File: config.mk
export PLATFORM = sky130hd
export DESIGN_NAME = pssr_regs
export DESIGN_NICKNAME = d
export VERILOG_FILES = /design/src/logic/pssr_pkg.sv /design/src/logic/pssr_regs.sv
export SDC_FILE = /design/constraint.sdc
export NUM_CORES = 1
export LEC_CHECK = 0
export BUFFER_PORTS_ARGS = -buffer_cell sky130_fd_sc_hd__buf_2
export CORE_MARGIN = 2
export CORE_UTILIZATION = 37
export DETAILED_ROUTE_END_ITERATION = 6
export GPL_ROUTABILITY_DRIVEN = 0
export PLACE_DENSITY_LB_ADDON = 0.15
export SLEW_MARGIN = 25
export SYNTH_ARGS = -nofsm -noshare
export SYNTH_HDL_FRONTEND = slang
export SYNTH_SLANG_ARGS = --single-unit
File: constraint.sdc
create_clock -name clk_sys -period 2.53 [get_ports clk_sys]
set_clock_uncertainty 0.1 [all_clocks]
set_input_delay 0.1265 -clock clk_sys [delete_from_list [all_inputs] [get_ports clk_sys]]
set_output_delay 0.1265 -clock clk_sys [all_outputs]
set_load 0.03 [all_outputs]
File: src/logic/pssr_pkg.sv
`default_nettype none
package pssr_pkg;
    // Register indices; byte address is four times the index
    localparam logic [7:0] PSSR_IDX_LOW_LATENCY = 8'h43;
    localparam logic [7:0] PSSR_IDX_SERIAL_SYNC = 8'h4F;
    localparam logic [7:0] PSSR_IDX_STRAP_LATCH = 8'h6E;

    // Reset values
    localparam logic [15:0] PSSR_RST_LOW_LATENCY = 16'h07A0;
    localparam logic [15:0] PSSR_RST_SERIAL_SYNC = 16'h0000;
    localparam logic [15:0] PSSR_RST_STRAP_LATCH = 16'h0000;

    // Writable bit masks
    localparam logic [15:0] PSSR_WMASK_LOW_LATENCY = 16'h0FFF;
    localparam logic [15:0] PSSR_WMASK_SERIAL_SYNC = 16'hF800;

    // Field positions
    localparam int PSSR_POS_EARLY_RX_VALID = 0;
    localparam int PSSR_POS_SYNC_STATUS = 8;
    localparam int PSSR_STRAP_WIDTH = 14;

    // Cycles after reset release before the straps are latched
    localparam logic [1:0] PSSR_STRAP_SETTLE_CYCLES = 2'h2;

    // Operating mode encodings
    typedef enum logic [2:0] {
        PSSR_OPM_RGMII_COPPER = 3'h0,
        PSSR_OPM_RGMII_1000X = 3'h1,
        PSSR_OPM_RGMII_100FX = 3'h2,
        PSSR_OPM_RGMII_SGMII_BRIDGE = 3'h3,
        PSSR_OPM_1000T_1000X = 3'h4,
        PSSR_OPM_100T_100FX = 3'h5,
        PSSR_OPM_SGMII_COPPER = 3'h6,
        PSSR_OPM_JTAG_SCAN = 3'h7
    } pssr_opmode_t;

    // Strap set, packed in the order of the strap status bits 13..0
    typedef struct packed {
        logic link_drop_forward_cfg;
        logic mirror_mode_cfg;
        pssr_opmode_t operating_mode_cfg;
        logic [4:0] management_address_cfg;
        logic [1:0] autoneg_select_cfg;
        logic autoneg_enable_cfg;
        logic mac_if_mii_cfg;
    } pssr_strap_t;

    // Strap latch sequencer
    typedef enum logic {
        PSSR_CAP_WAIT,
        PSSR_CAP_DONE
    } pssr_cap_state_t;
endpackage
`default_nettype wire

File: src/logic/pssr_regs.sv
// What this block does
// - Bit 0 enables early receive valid
// - Bit 8 reads serial sync, reset zero
// - Bit 13 link-drop forward strap, zero enabled
// - Bit 12 mirror strap, also bridge MAC select in bridge modes
// - Bits 11-9 report operating mode strap
// - Bits 3-2 report autoneg select strap
// - Bit 1 autoneg enable strap, zero enabled
// - Bit 0 MAC interface strap, RGMII/MII
`timescale 1ns/100ps
`default_nettype none
module pssr_regs
    import pssr_pkg::*;
#(
    parameter int ADDR_W = 9
) (
    input wire logic clk_sys, // 40 MHz system clock
    input wire logic reset_n, // Synchronous reset, active low
    input wire logic wb_cyc_i, // Wishbone cycle
    input wire logic wb_stb_i, // Wishbone strobe
    input wire logic wb_we_i, // Wishbone write enable
    input wire logic [ADDR_W-1:0] wb_adr_i, // Wishbone byte address
    input wire logic [3:0] wb_sel_i, // Wishbone byte selects
    input wire logic [31:0] wb_dat_i, // Wishbone write data
    output logic [31:0] wb_dat_o, // Wishbone read data
    output logic wb_ack_o, // Wishbone acknowledge
    input wire logic serial_sync_raw, // Serial link sync level, async
    input wire logic [PSSR_STRAP_WIDTH-1:0] strap_pins, // Strap pin levels, async
    output logic early_receive_valid_enable, // Early RX valid at 100 Mbps
    output logic serial_sync_up, // Synchronised serial sync level
    output pssr_strap_t strap_cfg, // Latched strap set
    output logic bridge_mac_select // MAC interface choice in bridge modes
);

    // Elaboration check: the highest register index must be addressable
    if (ADDR_W < 9) begin : g_addr_check
        $error("pssr_regs: ADDR_W must be at least 9");
    end

    // Address compare against a register index
    function automatic logic hit_index(input logic [ADDR_W-1:0] adr, input logic [7:0] idx);
        hit_index = (adr[ADDR_W-1:2] == (ADDR_W-2)'(idx));
    endfunction

    // Byte-lane write merge limited to the writable bits
    function automatic logic [15:0] merge_write(input logic [15:0] old, input logic [15:0] wdat,
                                                input logic [1:0] sel, input logic [15:0] wmask);
        logic [15:0] lane;
        lane = {{8{sel[1]}}, {8{sel[0]}}} & wmask;
        merge_write = (old & ~lane) | (wdat & lane);
    endfunction

    // Storage
    logic [15:0] low_latency_rx_config;
    logic [15:0] serial_sync_status;
    logic sync_meta1;
    logic sync_meta2;
    pssr_strap_t strap_meta1;
    pssr_strap_t strap_meta2;
    pssr_cap_state_t cap_state;
    logic [1:0] cap_count;

    // Bus decode
    wire logic bus_req = wb_cyc_i & wb_stb_i;
    wire logic hit_low_latency = hit_index(wb_adr_i, PSSR_IDX_LOW_LATENCY);
    wire logic hit_serial_sync = hit_index(wb_adr_i, PSSR_IDX_SERIAL_SYNC);
    wire logic hit_strap_latch = hit_index(wb_adr_i, PSSR_IDX_STRAP_LATCH);
    wire logic wr_commit = bus_req & wb_we_i & wb_ack_o;
    wire logic next_ack = bus_req & ~wb_ack_o;

    // Strap latch timing
    wire logic cap_fire = (cap_state == PSSR_CAP_WAIT) && (cap_count == PSSR_STRAP_SETTLE_CYCLES);
    wire logic [1:0] next_cap_count = (cap_state == PSSR_CAP_WAIT) ? cap_count + 2'h1 : cap_count;

    // Next register values; only the writable masks pass write data
    wire logic [15:0] next_low_latency = (wr_commit && hit_low_latency) ?
        merge_write(low_latency_rx_config, wb_dat_i[15:0], wb_sel_i[1:0], PSSR_WMASK_LOW_LATENCY) :
        low_latency_rx_config;
    wire logic [15:0] next_serial_sync = (wr_commit && hit_serial_sync) ?
        merge_write(serial_sync_status, wb_dat_i[15:0], wb_sel_i[1:0], PSSR_WMASK_SERIAL_SYNC) :
        serial_sync_status;

    // Readback words with live sync status and latched straps
    wire logic [15:0] rd_serial_sync = {serial_sync_status[15:9], serial_sync_up,
                                        serial_sync_status[7:0]};
    wire logic [15:0] rd_strap_latch = {2'h0, strap_cfg};
    wire logic [15:0] read_word = hit_low_latency ? low_latency_rx_config :
                                  hit_serial_sync ? rd_serial_sync :
                                  hit_strap_latch ? rd_strap_latch : 16'h0000;

    // Bridge modes route the mirror strap to the MAC interface choice
    wire logic bridge_mode = (strap_cfg.operating_mode_cfg == PSSR_OPM_RGMII_SGMII_BRIDGE) ||
                             (strap_cfg.operating_mode_cfg == PSSR_OPM_SGMII_COPPER);
    wire logic next_bridge_sel = bridge_mode & strap_cfg.mirror_mode_cfg;

    // Wishbone slave: single-wait acknowledge, data registered with it
    always_ff @(posedge clk_sys) begin
        if (!reset_n) begin
            wb_ack_o <= 1'b0;
            wb_dat_o <= 32'h0000_0000;
        end else begin
            wb_ack_o <= next_ack;
            wb_dat_o <= next_ack ? {16'h0000, read_word} : wb_dat_o;
        end
    end

    // Software registers
    always_ff @(posedge clk_sys) begin
        if (!reset_n) begin
            low_latency_rx_config <= PSSR_RST_LOW_LATENCY;
            serial_sync_status <= PSSR_RST_SERIAL_SYNC;
        end else begin
            low_latency_rx_config <= next_low_latency;
            serial_sync_status <= next_serial_sync;
        end
    end

    // Configuration output registered from the next value of the stored bit
    always_ff @(posedge clk_sys) begin
        if (!reset_n) begin
            early_receive_valid_enable <= 1'b0;
        end else begin
            early_receive_valid_enable <= next_low_latency[PSSR_POS_EARLY_RX_VALID];
        end
    end

    // Three-flop synchroniser for the serial sync level
    always_ff @(posedge clk_sys) begin
        if (!reset_n) begin
            sync_meta1 <= 1'b0;
            sync_meta2 <= 1'b0;
            serial_sync_up <= 1'b0;
        end else begin
            sync_meta1 <= serial_sync_raw;
            sync_meta2 <= sync_meta1;
            serial_sync_up <= sync_meta2;
        end
    end

    // Two-flop synchroniser for the strap pins
    always_ff @(posedge clk_sys) begin
        if (!reset_n) begin
            strap_meta1 <= pssr_strap_t'(PSSR_RST_STRAP_LATCH[PSSR_STRAP_WIDTH-1:0]);
            strap_meta2 <= pssr_strap_t'(PSSR_RST_STRAP_LATCH[PSSR_STRAP_WIDTH-1:0]);
        end else begin
            strap_meta1 <= pssr_strap_t'(strap_pins);
            strap_meta2 <= strap_meta1;
        end
    end

    // Strap latch sequencer: one capture after release, then hold
    always_ff @(posedge clk_sys) begin
        if (!reset_n) begin
            cap_state <= PSSR_CAP_WAIT;
            cap_count <= 2'h0;
        end else begin
            case (cap_state)
                PSSR_CAP_WAIT: begin
                    cap_count <= next_cap_count;
                    if (cap_fire) begin
                        cap_state <= PSSR_CAP_DONE;
                    end
                end
                PSSR_CAP_DONE: begin
                    cap_state <= PSSR_CAP_DONE;
                end
                default: begin
                    cap_state <= PSSR_CAP_WAIT;
                end
            endcase
        end
    end

    // Latched straps, untouched by bus writes
    always_ff @(posedge clk_sys) begin
        if (!reset_n) begin
            strap_cfg <= pssr_strap_t'(PSSR_RST_STRAP_LATCH[PSSR_STRAP_WIDTH-1:0]);
            bridge_mac_select <= 1'b0;
        end else begin
            strap_cfg <= cap_fire ? strap_meta2 : strap_cfg;
            bridge_mac_select <= next_bridge_sel;
        end
    end

    // Delay of the strap capture after the reset release
    localparam int CAP_LAT = int'(PSSR_STRAP_SETTLE_CYCLES) + 1;

    // Early receive valid is off after reset
    AST_ERV_RESET: assert property (@(posedge clk_sys)
        !reset_n |=> !early_receive_valid_enable)
        else $error("early receive valid not cleared by reset");

    // Early receive valid follows a committed low-byte write
    AST_ERV_WRITE: assert property (@(posedge clk_sys) disable iff (!reset_n)
        (wr_commit && hit_low_latency && wb_sel_i[0])
        |=> early_receive_valid_enable == $past(wb_dat_i[0]))
        else $error("early receive valid did not follow the write");

    // A steady high sync level shows up three edges later
    AST_SYNC_FOLLOW: assert property (@(posedge clk_sys) disable iff (!reset_n)
        (serial_sync_raw ##1 serial_sync_raw ##1 serial_sync_raw) |=> serial_sync_up)
        else $error("sync status did not follow the link");

    // Sync bit reads the live status and ignores write data
    AST_SYNC_READ: assert property (@(posedge clk_sys) disable iff (!reset_n)
        (next_ack && hit_serial_sync)
        |=> wb_dat_o[PSSR_POS_SYNC_STATUS] == $past(serial_sync_up))
        else $error("sync bit readback mismatch");

    // Strap readback mirrors the latched set, top bits zero
    AST_STRAP_READ: assert property (@(posedge clk_sys) disable iff (!reset_n)
        (next_ack && hit_strap_latch)
        |=> wb_dat_o[15:0] == {2'h0, $past(strap_cfg)})
        else $error("strap readback mismatch");

    // Straps are captured a fixed delay after reset release
    AST_STRAP_CAPTURE: assert property (@(posedge clk_sys) disable iff (!reset_n)
        ($past(!reset_n) && $past(!reset_n, 2) == 1'b0 || $rose(reset_n))
        |-> ##[CAP_LAT:CAP_LAT] (cap_state == PSSR_CAP_DONE))
        else $error("strap capture not done on time");

    // Latched straps hold once captured
    AST_STRAP_HOLD: assert property (@(posedge clk_sys) disable iff (!reset_n)
        (cap_state == PSSR_CAP_DONE) |=> $stable(strap_cfg))
        else $error("latched straps changed after capture");

    // Writes to the strap register leave the straps alone
    AST_STRAP_RO: assert property (@(posedge clk_sys) disable iff (!reset_n)
        (wr_commit && hit_strap_latch && !cap_fire) |=> $stable(strap_cfg))
        else $error("write altered a read-only strap field");

    // Read-only top nibble of the low-latency register stays zero
    AST_LLRC_TOP: assert property (@(posedge clk_sys) disable iff (!reset_n)
        wr_commit && hit_low_latency |=> low_latency_rx_config[15:12] == 4'h0)
        else $error("read-only bits of low-latency register changed");

    // Bridge MAC choice tracks the mirror strap in bridge modes
    AST_BRIDGE_SEL: assert property (@(posedge clk_sys) disable iff (!reset_n)
        ##1 bridge_mac_select == $past(bridge_mode && strap_cfg.mirror_mode_cfg))
        else $error("bridge MAC selection mismatch");

    // Link-drop, autoneg and MAC bits sit at their readback positions
    AST_STRAP_BITS: assert property (@(posedge clk_sys) disable iff (!reset_n)
        (next_ack && hit_strap_latch)
        |=> wb_dat_o[13] == $past(strap_cfg.link_drop_forward_cfg) &&
            wb_dat_o[3:2] == $past(strap_cfg.autoneg_select_cfg) &&
            wb_dat_o[1] == $past(strap_cfg.autoneg_enable_cfg) &&
            wb_dat_o[0] == $past(strap_cfg.mac_if_mii_cfg))
        else $error("strap bit placement mismatch");

    // Acknowledge is a single cycle per request
    AST_ACK_PULSE: assert property (@(posedge clk_sys) disable iff (!reset_n)
        wb_ack_o |=> !wb_ack_o)
        else $error("acknowledge held longer than one cycle");

    // Every request is answered at the next edge
    AST_ACK_ANSWER: assert property (@(posedge clk_sys) disable iff (!reset_n)
        (bus_req && !wb_ack_o) |=> wb_ack_o)
        else $error("request not acknowledged in one cycle");

    // No acknowledge without a request in the cycle before
    AST_ACK_CAUSE: assert property (@(posedge clk_sys) disable iff (!reset_n)
        !bus_req |=> !wb_ack_o)
        else $error("acknowledge without a request");

    // Sync status comes out of reset low
    AST_SYNC_RESET: assert property (@(posedge clk_sys)
        !reset_n |=> !serial_sync_up)
        else $error("sync status not cleared by reset");

    // Low-latency register returns to its reset value
    AST_LLRC_RESET: assert property (@(posedge clk_sys)
        !reset_n |=> low_latency_rx_config == PSSR_RST_LOW_LATENCY)
        else $error("low-latency register not at reset value");

    // Latched straps are cleared while reset is held
    AST_STRAP_RESET: assert property (@(posedge clk_sys)
        !reset_n |=> strap_cfg == pssr_strap_t'(PSSR_RST_STRAP_LATCH[PSSR_STRAP_WIDTH-1:0]))
        else $error("latched straps not cleared by reset");

    // Reserved bits hold unless software writes the register
    AST_LLRC_HOLD: assert property (@(posedge clk_sys) disable iff (!reset_n)
        !(wr_commit && hit_low_latency) |=> $stable(low_latency_rx_config))
        else $error("low-latency register changed without a write");

    // Early receive valid only moves on a register write
    AST_ERV_HOLD: assert property (@(posedge clk_sys) disable iff (!reset_n)
        !(wr_commit && hit_low_latency) |=> $stable(early_receive_valid_enable))
        else $error("early receive valid changed without a write");

    // Stored sync bits hold unless software writes them
    AST_SYNC_HOLD: assert property (@(posedge clk_sys) disable iff (!reset_n)
        !(wr_commit && hit_serial_sync) |=> $stable(serial_sync_status))
        else $error("sync register changed without a write");

    // Read-only fields of the sync register read zero
    AST_SYNC_ZERO: assert property (@(posedge clk_sys) disable iff (!reset_n)
        (next_ack && hit_serial_sync)
        |=> wb_dat_o[31:16] == 16'h0000 && wb_dat_o[10:9] == 2'h0 && wb_dat_o[7:0] == 8'h00)
        else $error("read-only sync bits not zero");

    // Unmapped places read zero
    AST_UNMAPPED_READ: assert property (@(posedge clk_sys) disable iff (!reset_n)
        (next_ack && !hit_low_latency && !hit_serial_sync && !hit_strap_latch)
        |=> wb_dat_o == 32'h0000_0000)
        else $error("unmapped read not zero");

endmodule
`default_nettype wire

==> impl_metrics.yaml, run 1 <==
power_and_ir_drop:
  ir_drop_mv: 0.3130
  p_clk_share_pct: 34.6
  p_sw_share_pct: 27.15
  power.switching_mw: 0.7375
  power_mw: 2.716
  p_leak_nw: 1.759
  comb_power_share_pct: 13.8
  p_int_mw: 1.979
  p_per_area_nw_per_um2: 649.8
  seqPwrFrac_pct: 51.6
detailed_routing:
  drt_iter0_markers: 85
  routedWlPerCell_um: 12.39
  via_count: 2439
  dr.pass1.iters: 4
  drt_wl_total_um: 6789
  ant_nets: 0
  drcViolationCount: 0
  viasPerCell: 4.451
place:
  place_ws_ns: 0.7788
  io_buffer_count: 78
  dp.cells: 501
  hpwlAfterDp_um: 4687
worst_setup_path:
  critPathKind: "register to register"
  required_ns: 2.70
  ff2ff_setup_slack_ns: 0.91
  cp.arrival_ns: 1.79
  worstSetupStartpointType: "register"
  worstSetupEndpointType: "register"
  regToRegStartpoint: "wb_ack_o$_SDFF_PN0_"
  ff2ff_path_depth: 4
  path_max_fanout: 8
global_routing:
  grt_use_met2_pct: 22.23
  busiest_layer: "met2"
  overflow: 0
  grt_use_met1_pct: 19.39
  antenna_found_initial: 0
  grt_pass1_wl_um: 11090
  grt_max_degree: 65
  grt_pass1_vias: 2279
  grt_use_met3_pct: 4.029
  track_usage_pct: 14.55
yosys:
  synth_top_area_share_pct: 51.47
  synthArstFlopShare_pct: 0
  syn_area_um2: 3228
  synth_cell_types: 41
  ys_top_cells_by_area: "dfxtp_1 51%, mux2i_1 8.4%, and2_1 6.4%"
  synth_edf_count: 0
  syn-instance-count: 327
  synth_commonest_cells: "83 x dfxtp_1, 55 x nand2_1, 33 x and2_1, 27 x mux2i_1, 16 x buf_4"
  synth_seq_area_share_pct: 51.47
  synth-main-ff-cell: "dfxtp_1"
  synth-seq-cells: 83
  synth_top_cell_by_area: "dfxtp_1"
  yosysMostFrequentCell: "dfxtp_1"
  syn_avg_cell_area_um2: 9.872
  yosys_warnings: 0
clock_network:
  cts.reportedPaths.clkPinSlew_ns: 0.08
  clkLatencyLatePin_ns: 0.35
  cts.root.buffer_cell: "clkbuf_8"
  cts_sinks: 83
  clockBufferDepth: 2
  numCtsBuffers: 9
  htreeDepth: 3
  cts_tree: "yes"
  cts_setup_buffers: 0
die:
  dieArea_um2: 9488
  initial_utilization_pct: 37.57
  die_w_um: 97.41
  num_rows: 34
  die_h_um: 97.41
  core_area_um2: 8593
  io_pins: 115
sta:
  setup_viol: 0
  whs_ns: 0.06770
  rsz0062_at_grt: "false"
  slew_headroom_pct: 64.24
  hold_violations: 0
  max_freq_mhz: 618.6
  drv_slew: 0
  post-route-period-util_pct: 63.89
  finalWorstSetupSlack_ns: 0.9135
  worst_pin_slew_ns: 0.5363
  finalSetupTns_ns: 0
  fin_crit_ns: 1.617
min_path:
  min_path_cells: 3
  hp-class: "input pin to register"
  hold_end: "wb_ack_o$_SDFF_PN0_"
  min_from: "wb_stb_i"
layout:
  antennaDiodeCount: 0
  drive_gt1_share_pct: 23.86
  syn_to_final_growth_pct: 29.50
  nFillCells: 841
  instances_no_fill: 548
  num-nets-final: 501
outcome:
  status: "finished, final reports clean"
job:
  drv_cap: 0
## power groups by stage
| stage | Combinational [mW] | Sequential (mW) | Clock [mW] |
|---|---|---|---|
| 2_1_floorplan | 0.223 | 1.46 | 0 |
| 3_3_place_gp | 0.332 | 1.43 | 0 |
| 3_5_place_dp | 0.344 | 1.43 | 0 |
| 4_1_cts | 0.379 | 1.40 | 0.977 |
| 5_1_grt | 0.412 | 1.41 | 1.03 |
| 6_report | 0.374 | 1.40 | 0.941 |
## cell families after synthesis
logic type,after synthesis,synth area share [%]
AND/OR/NAND/NOR,128,22.36
buffers and inverters,38,6.318
XOR/XNOR,2,0.5427
adder cells (fa/ha/maj),1,0.3875
multiplexers,27,8.372
AO/OA/AOI/OAI,47,10.43
other,1,0.1162
flip-flops,83,51.47
## worst max-delay path, cell delays in order (launching register included)
cell	delay [ns]
dfxtp_1	0.37
nand4_1	0.27
nor4_4	0.36
buf_4	0.25
mux2i_1	0.21
## final cells by class
type	instances	area (µm²)	share of cell area [%]
sequential	83	1662	39.75
clock inverter	7	76.32	1.826
inverter	5	18.77	0.4490
timing repair buffer	115	745.7	17.84
multi-input combinational	221	1419	33.94
tap	108	135.1	3.233
clock buffer	9	123.9	2.963
## worst max path at each step
stage | slack (ns) | end | from | cells after the start
2_1_floorplan | 0.67 | register | wb_ack_o$_SDFF_PN0_ | 3
3_3_place_gp | 0.76 | wb_dat_o[0]$_SDFFE_PN0P_ | reset_n | 5
3_5_place_dp | 0.78 | wb_dat_o[1]$_SDFFE_PN0P_ | reset_n | 5
4_1_cts | 0.87 | register | wb_ack_o$_SDFF_PN0_ | 4
5_1_grt | 0.80 | register | wb_ack_o$_SDFF_PN0_ | 4
6_report | 0.91 | register | wb_ack_o$_SDFF_PN0_ | 4
## cell usage in the layout, fill, tap and decap left out, types with 3 or more instances in the layout
master,n
dfxtp_1,83
nand3_1,4
conb_1,16
and2_1,33
buf_4,6
o21ai_1,7
clkbuf_8,9
mux2i_1,27
inv_1,5
a22oi_1,3
o21ai_0,6
nor2b_1,13
a21boi_1,12
nand2_1,55
buf_2,78
o2111ai_1,10
dlygate4sd3_1,31
a21boi_0,4
nand4_1,3
## stage by stage
stage,instance area [µm²],utilization [%]
2_1_floorplan,3284,-
3_3_place_gp,3670,42.71
3_5_place_dp,3670,42.71
4_1_cts,4180,48.65
5_1_grt,4180,48.65
6_report,4180,48.65
## metal layers
layer  routed length [µm]  vias up
li1                     -     1297
met2                 3075       61
met1                 3334     1074
met5                    0        -
met3                  301        7
met4                   78        0
## what timing repair did
item | 4_1_cts | 5_1_grt
hold buffers | 31 | 0
endpoints found under the hold margin | 32 | 0
gates resized for setup | 0 | 0
(Power assumes the default switching activity.)
==> run 2: changes to the inputs <==
clock period = 1.3 ns   (was 2.53 ns; I/O delays follow)
==> impl_metrics.yaml, run 2 (synthesis results as in run 1) <==
outcome:
  status: "complete, but fails checks"
  violations: "negative setup slack"
clock_network:
  htreeDepth: 3
  cts.reportedPaths.clkPinSlew_ns: 0.08
  cts_sinks: 83
  clkLatencyLatePin_ns: 0.34
  cts_tree: "yes"
  numCtsBuffers: 9
  clockBufferDepth: 2
  cts.root.buffer_cell: "clkbuf_8"
layout:
  antennaDiodeCount: 0
  nFillCells: 814
  final_cell_mix: "80 x dfxtp_1, 77 x buf_2, 53 x nand2_1"
  final_util_pct: 53.49
  instances_no_fill: 573
  stdcell_area_um2: 4597
  drive_gt1_share_pct: 30.97
  syn_to_final_growth_pct: 42.40
  final_common_cell: "dfxtp_1"
  num-nets-final: 527
sta:
  finalWorstSetupSlack_ns: -0.1169
  whs_ns: 0.01956
  finalSetupTns_ns: -1.713
  max_freq_mhz: 705.7
  fin_crit_ns: 1.417
  drv_slew: 0
  setup_viol: 25
  hold_violations: 0
  post-route-period-util_pct: 109.0
  rsz0062_at_grt: "true"
global_routing:
  antenna_found_initial: 0
  grt_pass1_wl_um: 11900
  overflow: 0
  track_usage_pct: 15.49
  grt_pass1_vias: 2512
  grt_max_degree: 41
power_and_ir_drop:
  p_clk_share_pct: 33.0
  power_mw: 5.772
  p_int_mw: 4.311
  power.switching_mw: 1.461
  p_per_area_nw_per_um2: 1256
  comb_power_share_pct: 19.4
  p_sw_share_pct: 25.31
  p_leak_nw: 1.954
  ir_drop_mv: 0.6359
  seqPwrFrac_pct: 47.6
die:
  die_h_um: 97.41
  dieArea_um2: 9488
  io_pins: 115
  die_w_um: 97.41
  num_rows: 34
  initial_utilization_pct: 37.57
  core_area_um2: 8593
worst_setup_path:
  worstSetupStartpointType: "register"
  worstSetupEndpointType: "register"
  critPathKind: "register to register"
  ff2ff_setup_slack_ns: -0.12
  path_max_fanout: 4
  required_ns: 1.47
  cp.arrival_ns: 1.59
  ff2ff_path_depth: 5
detailed_routing:
  routedWlPerCell_um: 12.68
  ant_nets: 0
  drcViolationCount: 0
  drt_iter0_markers: 87
  drt_wl_total_um: 7267
  dr.pass1.iters: 4
  via_count: 2624
  viasPerCell: 4.579
min_path:
  hp-class: "input pin to register"
  min_path_cells: 3
place:
  placed_area_um2: 3896
  dp.cells: 520
  io_buffer_count: 78
  place_ws_ns: -0.3471
  hpwlAfterDp_um: 5136
job:
  drv_cap: 0
==> run 2: changes by cell type in the layout (fill, tap and decap cells not counted), moves of 3 or more <==
cell	before	now
o21ai_0	6	1
buf_6	0	5
dfxtp_1	83	80
a21boi_0	4	1
o21ai_1	7	12
clkbuf_16	0	3
buf_4	6	20
buf_12	0	5
==> run 2: final timing paths <==
check | startpoint | endpoint
max | wb_ack_o$_SDFF_PN0_ | register
min | reset_n | wb_dat_o[11]$_SDFFE_PN0P_
max reg2reg | wb_ack_o$_SDFF_PN0_ | register
min reg2reg | strap_meta2[13]$_SDFF_PN0_ | strap_cfg[13]$_SDFFE_PN0P_
==> run 2: power by group through the flow <==
stage	sequential [mW]	clock (mW)	combinational, mW
6_report	2.75	1.90	1.12
5_1_grt	2.77	2.06	1.22
3_3_place_gp	2.78	0	0.763
3_5_place_dp	2.79	0	0.769
4_1_cts	2.73	1.97	0.934
2_1_floorplan	2.84	0	0.455
==> run 2: area by class of cell <==
| type | count | area [µm²] | area share [%] |
|---|---|---|---|
| well taps | 108 | 135.1 | 2.940 |
| flip-flops and latches | 83 | 1668 | 36.28 |
| multi-input cells | 221 | 1503 | 32.69 |
| clock inverters | 3 | 43.79 | 0.9526 |
| inverters | 5 | 18.77 | 0.4083 |
| repair buffers | 141 | 1062 | 23.11 |
| clock buffers | 12 | 166.4 | 3.620 |
==> run 2: repair_timing <==
| action | 4_1_cts | 5_1_grt |
|---|---|---|
| hold buffers | 32 | 0 |
| buffers inserted | 3 | 2 |
| gates resized for setup | 6 | 19 |
| hold endpoints to repair | 33 | 0 |
| gates cloned | 0 | 2 |
| endpoints found under the setup margin | 45 | 42 |
| pin swaps | 4 | 4 |
==> run 2: routing by layer <==
metal  up-vias  GRT usage, %  wire length, µm
met5         -             0                0
met2        78         25.15             3382
li1       1348             -                -
met1      1190         20.17             3389
met3         8         4.101              395
met4         0         4.915               99
==> run 2: critical path, stage by stage (launching register included) <==
cell	delay [ns]
dfxtp_4	0.36
nand4_1	0.09
buf_6	0.15
nor4b_4	0.27
buf_4	0.20
mux2i_1	0.18
==> run 3: changes to the inputs <==
ABC_AREA = 1   (was unset)
CORE_UTILIZATION = 44   (was 37)
==> impl_metrics.yaml, run 3 <==
outcome:
  status: "finished, final reports clean"
clock_network:
  cts.reportedPaths.clkPinSlew_ns: 0.08
  htreeDepth: 3
  cts_sinks: 83
  numCtsBuffers: 9
  cts_tree: "yes"
  cts.root.buffer_cell: "clkbuf_8"
  clkLatencyLatePin_ns: 0.34
  clockBufferDepth: 2
global_routing:
  track_usage_pct: 18.35
  antenna_found_initial: 0
  grt_pass1_wl_um: 11320
  overflow: 0
  grt_max_degree: 43
  grt_pass1_vias: 2518
yosys:
  synthArstFlopShare_pct: 0
  syn_area_um2: 3191
  synth_commonest_cells: "92 x nand2_1, 83 x dfxtp_1, 69 x nor2_1, 60 x inv_1, 39 x o21ai_0"
  synth_top_area_share_pct: 52.08
  synth-main-ff-cell: "dfxtp_1"
  syn-instance-count: 426
  ys_top_cells_by_area: "dfxtp_1 52%, nand2_1 11%, nor2_1 8.1%"
  synth-seq-cells: 83
  syn_avg_cell_area_um2: 7.490
  synth_top_cell_by_area: "dfxtp_1"
  synth_seq_area_share_pct: 52.08
  yosys_warnings: 0
  synth_edf_count: 0
  synth_cell_types: 25
  yosysMostFrequentCell: "nand2_1"
die:
  die_h_um: 89.16
  io_pins: 115
  num_rows: 31
  dieArea_um2: 7949
  die_w_um: 89.16
  initial_utilization_pct: 44.71
  core_area_um2: 7137
worst_setup_path:
  required_ns: 1.43
  worstSetupStartpointType: "register"
  ff2ff_path_depth: 7
  path_max_fanout: 8
  worstSetupEndpointType: "register"
  critPathKind: "register to register"
  cp.arrival_ns: 1.42
sta:
  fin_crit_ns: 1.286
  post-route-period-util_pct: 98.90
  finalSetupTns_ns: 0
  rsz0062_at_grt: "true"
  setup_viol: 0
  whs_ns: 0.07602
  drv_slew: 0
  max_freq_mhz: 777.8
  hold_violations: 0
power_and_ir_drop:
  p_leak_nw: 2.322
  ir_drop_mv: 0.8356
  p_per_area_nw_per_um2: 1428
  power_mw: 6.085
place:
  dp.cells: 597
  hpwlAfterDp_um: 4671
  io_buffer_count: 78
detailed_routing:
  ant_nets: 0
  via_count: 2795
  dr.pass1.iters: 4
  drt_wl_total_um: 7006
  drt_iter0_markers: 110
  drcViolationCount: 0
  routedWlPerCell_um: 10.81
  viasPerCell: 4.313
layout:
  syn_to_final_growth_pct: 33.61
  num-nets-final: 610
  final_common_cell: "nand2_1"
  antennaDiodeCount: 0
  nFillCells: 681
  final_cell_mix: "92 x nand2_1, 80 x dfxtp_1, 78 x buf_2"
  final_util_pct: 59.73
  instances_no_fill: 648
  drive_gt1_share_pct: 24.59
job:
  drv_cap: 0
min_path:
  min_path_cells: 6
  hp-class: "input pin to register"
run 3: cell types whose count changed after synthesis, moves of 12 or more:
cell,before,now
nor2b_1,13,0
mux2i_1,27,0
a21boi_1,12,0
inv_1,5,60
nor2_1,2,69
nand2_1,55,92
nand3_1,4,18
and2_1,33,1
o21ai_0,6,39
a21oi_1,0,13
run 3: cell families after synthesis:
family	count (synthesis)	synth area share, %
other cells	1	0.1175
simple gates	194	25.49
flops	83	52.08
xor+xnor	1	0.2746
fa+ha+maj	1	0.3921
buf+inv	94	13.49
compound gates	52	8.157
run 3: stage by stage:
step | instance area [µm²] | setup slack [ns]
5_1_grt | 4263 | -0.08490
3_3_place_gp | 3657 | -0.08504
2_1_floorplan | 3248 | 0.006419
4_1_cts | 4219 | 0.007645
3_5_place_dp | 3657 | -0.1501
6_report | 4263 | 0.01429
run 3: report_power, final:
| part | switching [mW] | internal (mW) |
|---|---|---|
| clock | 0.918 | 0.960 |
| combinational | 0.818 | 0.449 |
| sequential | 0.172 | 2.77 |
run 3: critical path, stage by stage, from the launching register on:
cell and delay [ns]:
dfxtp_2 0.33, inv_2 0.07, ha_4 0.14, inv_4 0.04, nor2_4 0.13, clkinvlp_4 0.20
nor2_1 0.14, nor2_1 0.04
run 3: metal layers:
layer  track usage [%]  up-vias  wire [µm]  part of all wire (%)
met1             23.30     1222       3153                    45
met3             3.970        6        335                   4.8
met4             4.885        0         59                  0.84
met2             31.65       72       3457                    49
li1                  -     1495          -                     -
met5                 0        -          0                     0
run 3: what timing repair did:
action | 4_1_cts | 5_1_grt
buffers inserted | 1 | 2
endpoints found under the setup margin | 25 | 35
pin swaps | 2 | 8
resized for setup | 12 | 9
hold endpoints to repair | 32 | 0
hold buffers | 31 | 0
gates cloned | 1 | 0
run 3: worst paths after layout:
check	startpoint	end	slack, ns
worst min register to register	strap_meta1[5]$_SDFF_PN0_	strap_meta2[5]$_SDFF_PN0_	0.31
worst max register to register	cap_count[0]$_SDFFE_PN0N_	strap_cfg[9]$_SDFFE_PN0P_	0.01
worst min-delay path	wb_adr_i[6]	wb_dat_o[8]$_SDFFE_PN0P_	0.08
worst max-delay path	cap_count[0]$_SDFFE_PN0N_	strap_cfg[9]$_SDFFE_PN0P_	0.01
run 3: cell type report:
| cell class | count | area [µm²] | area share, % |
|---|---|---|---|
| multi-input combinational | 264 | 1205 | 28.27 |
| tap | 99 | 123.9 | 2.906 |
| timing repair buffer | 122 | 810.8 | 19.02 |
| timing repair inverter | 1 | 7.507 | 0.1761 |
| sequential | 83 | 1665 | 39.07 |
| clock buffer | 10 | 137.6 | 3.229 |
| clock inverter | 6 | 72.57 | 1.702 |
| inverter | 63 | 240.2 | 5.635 |
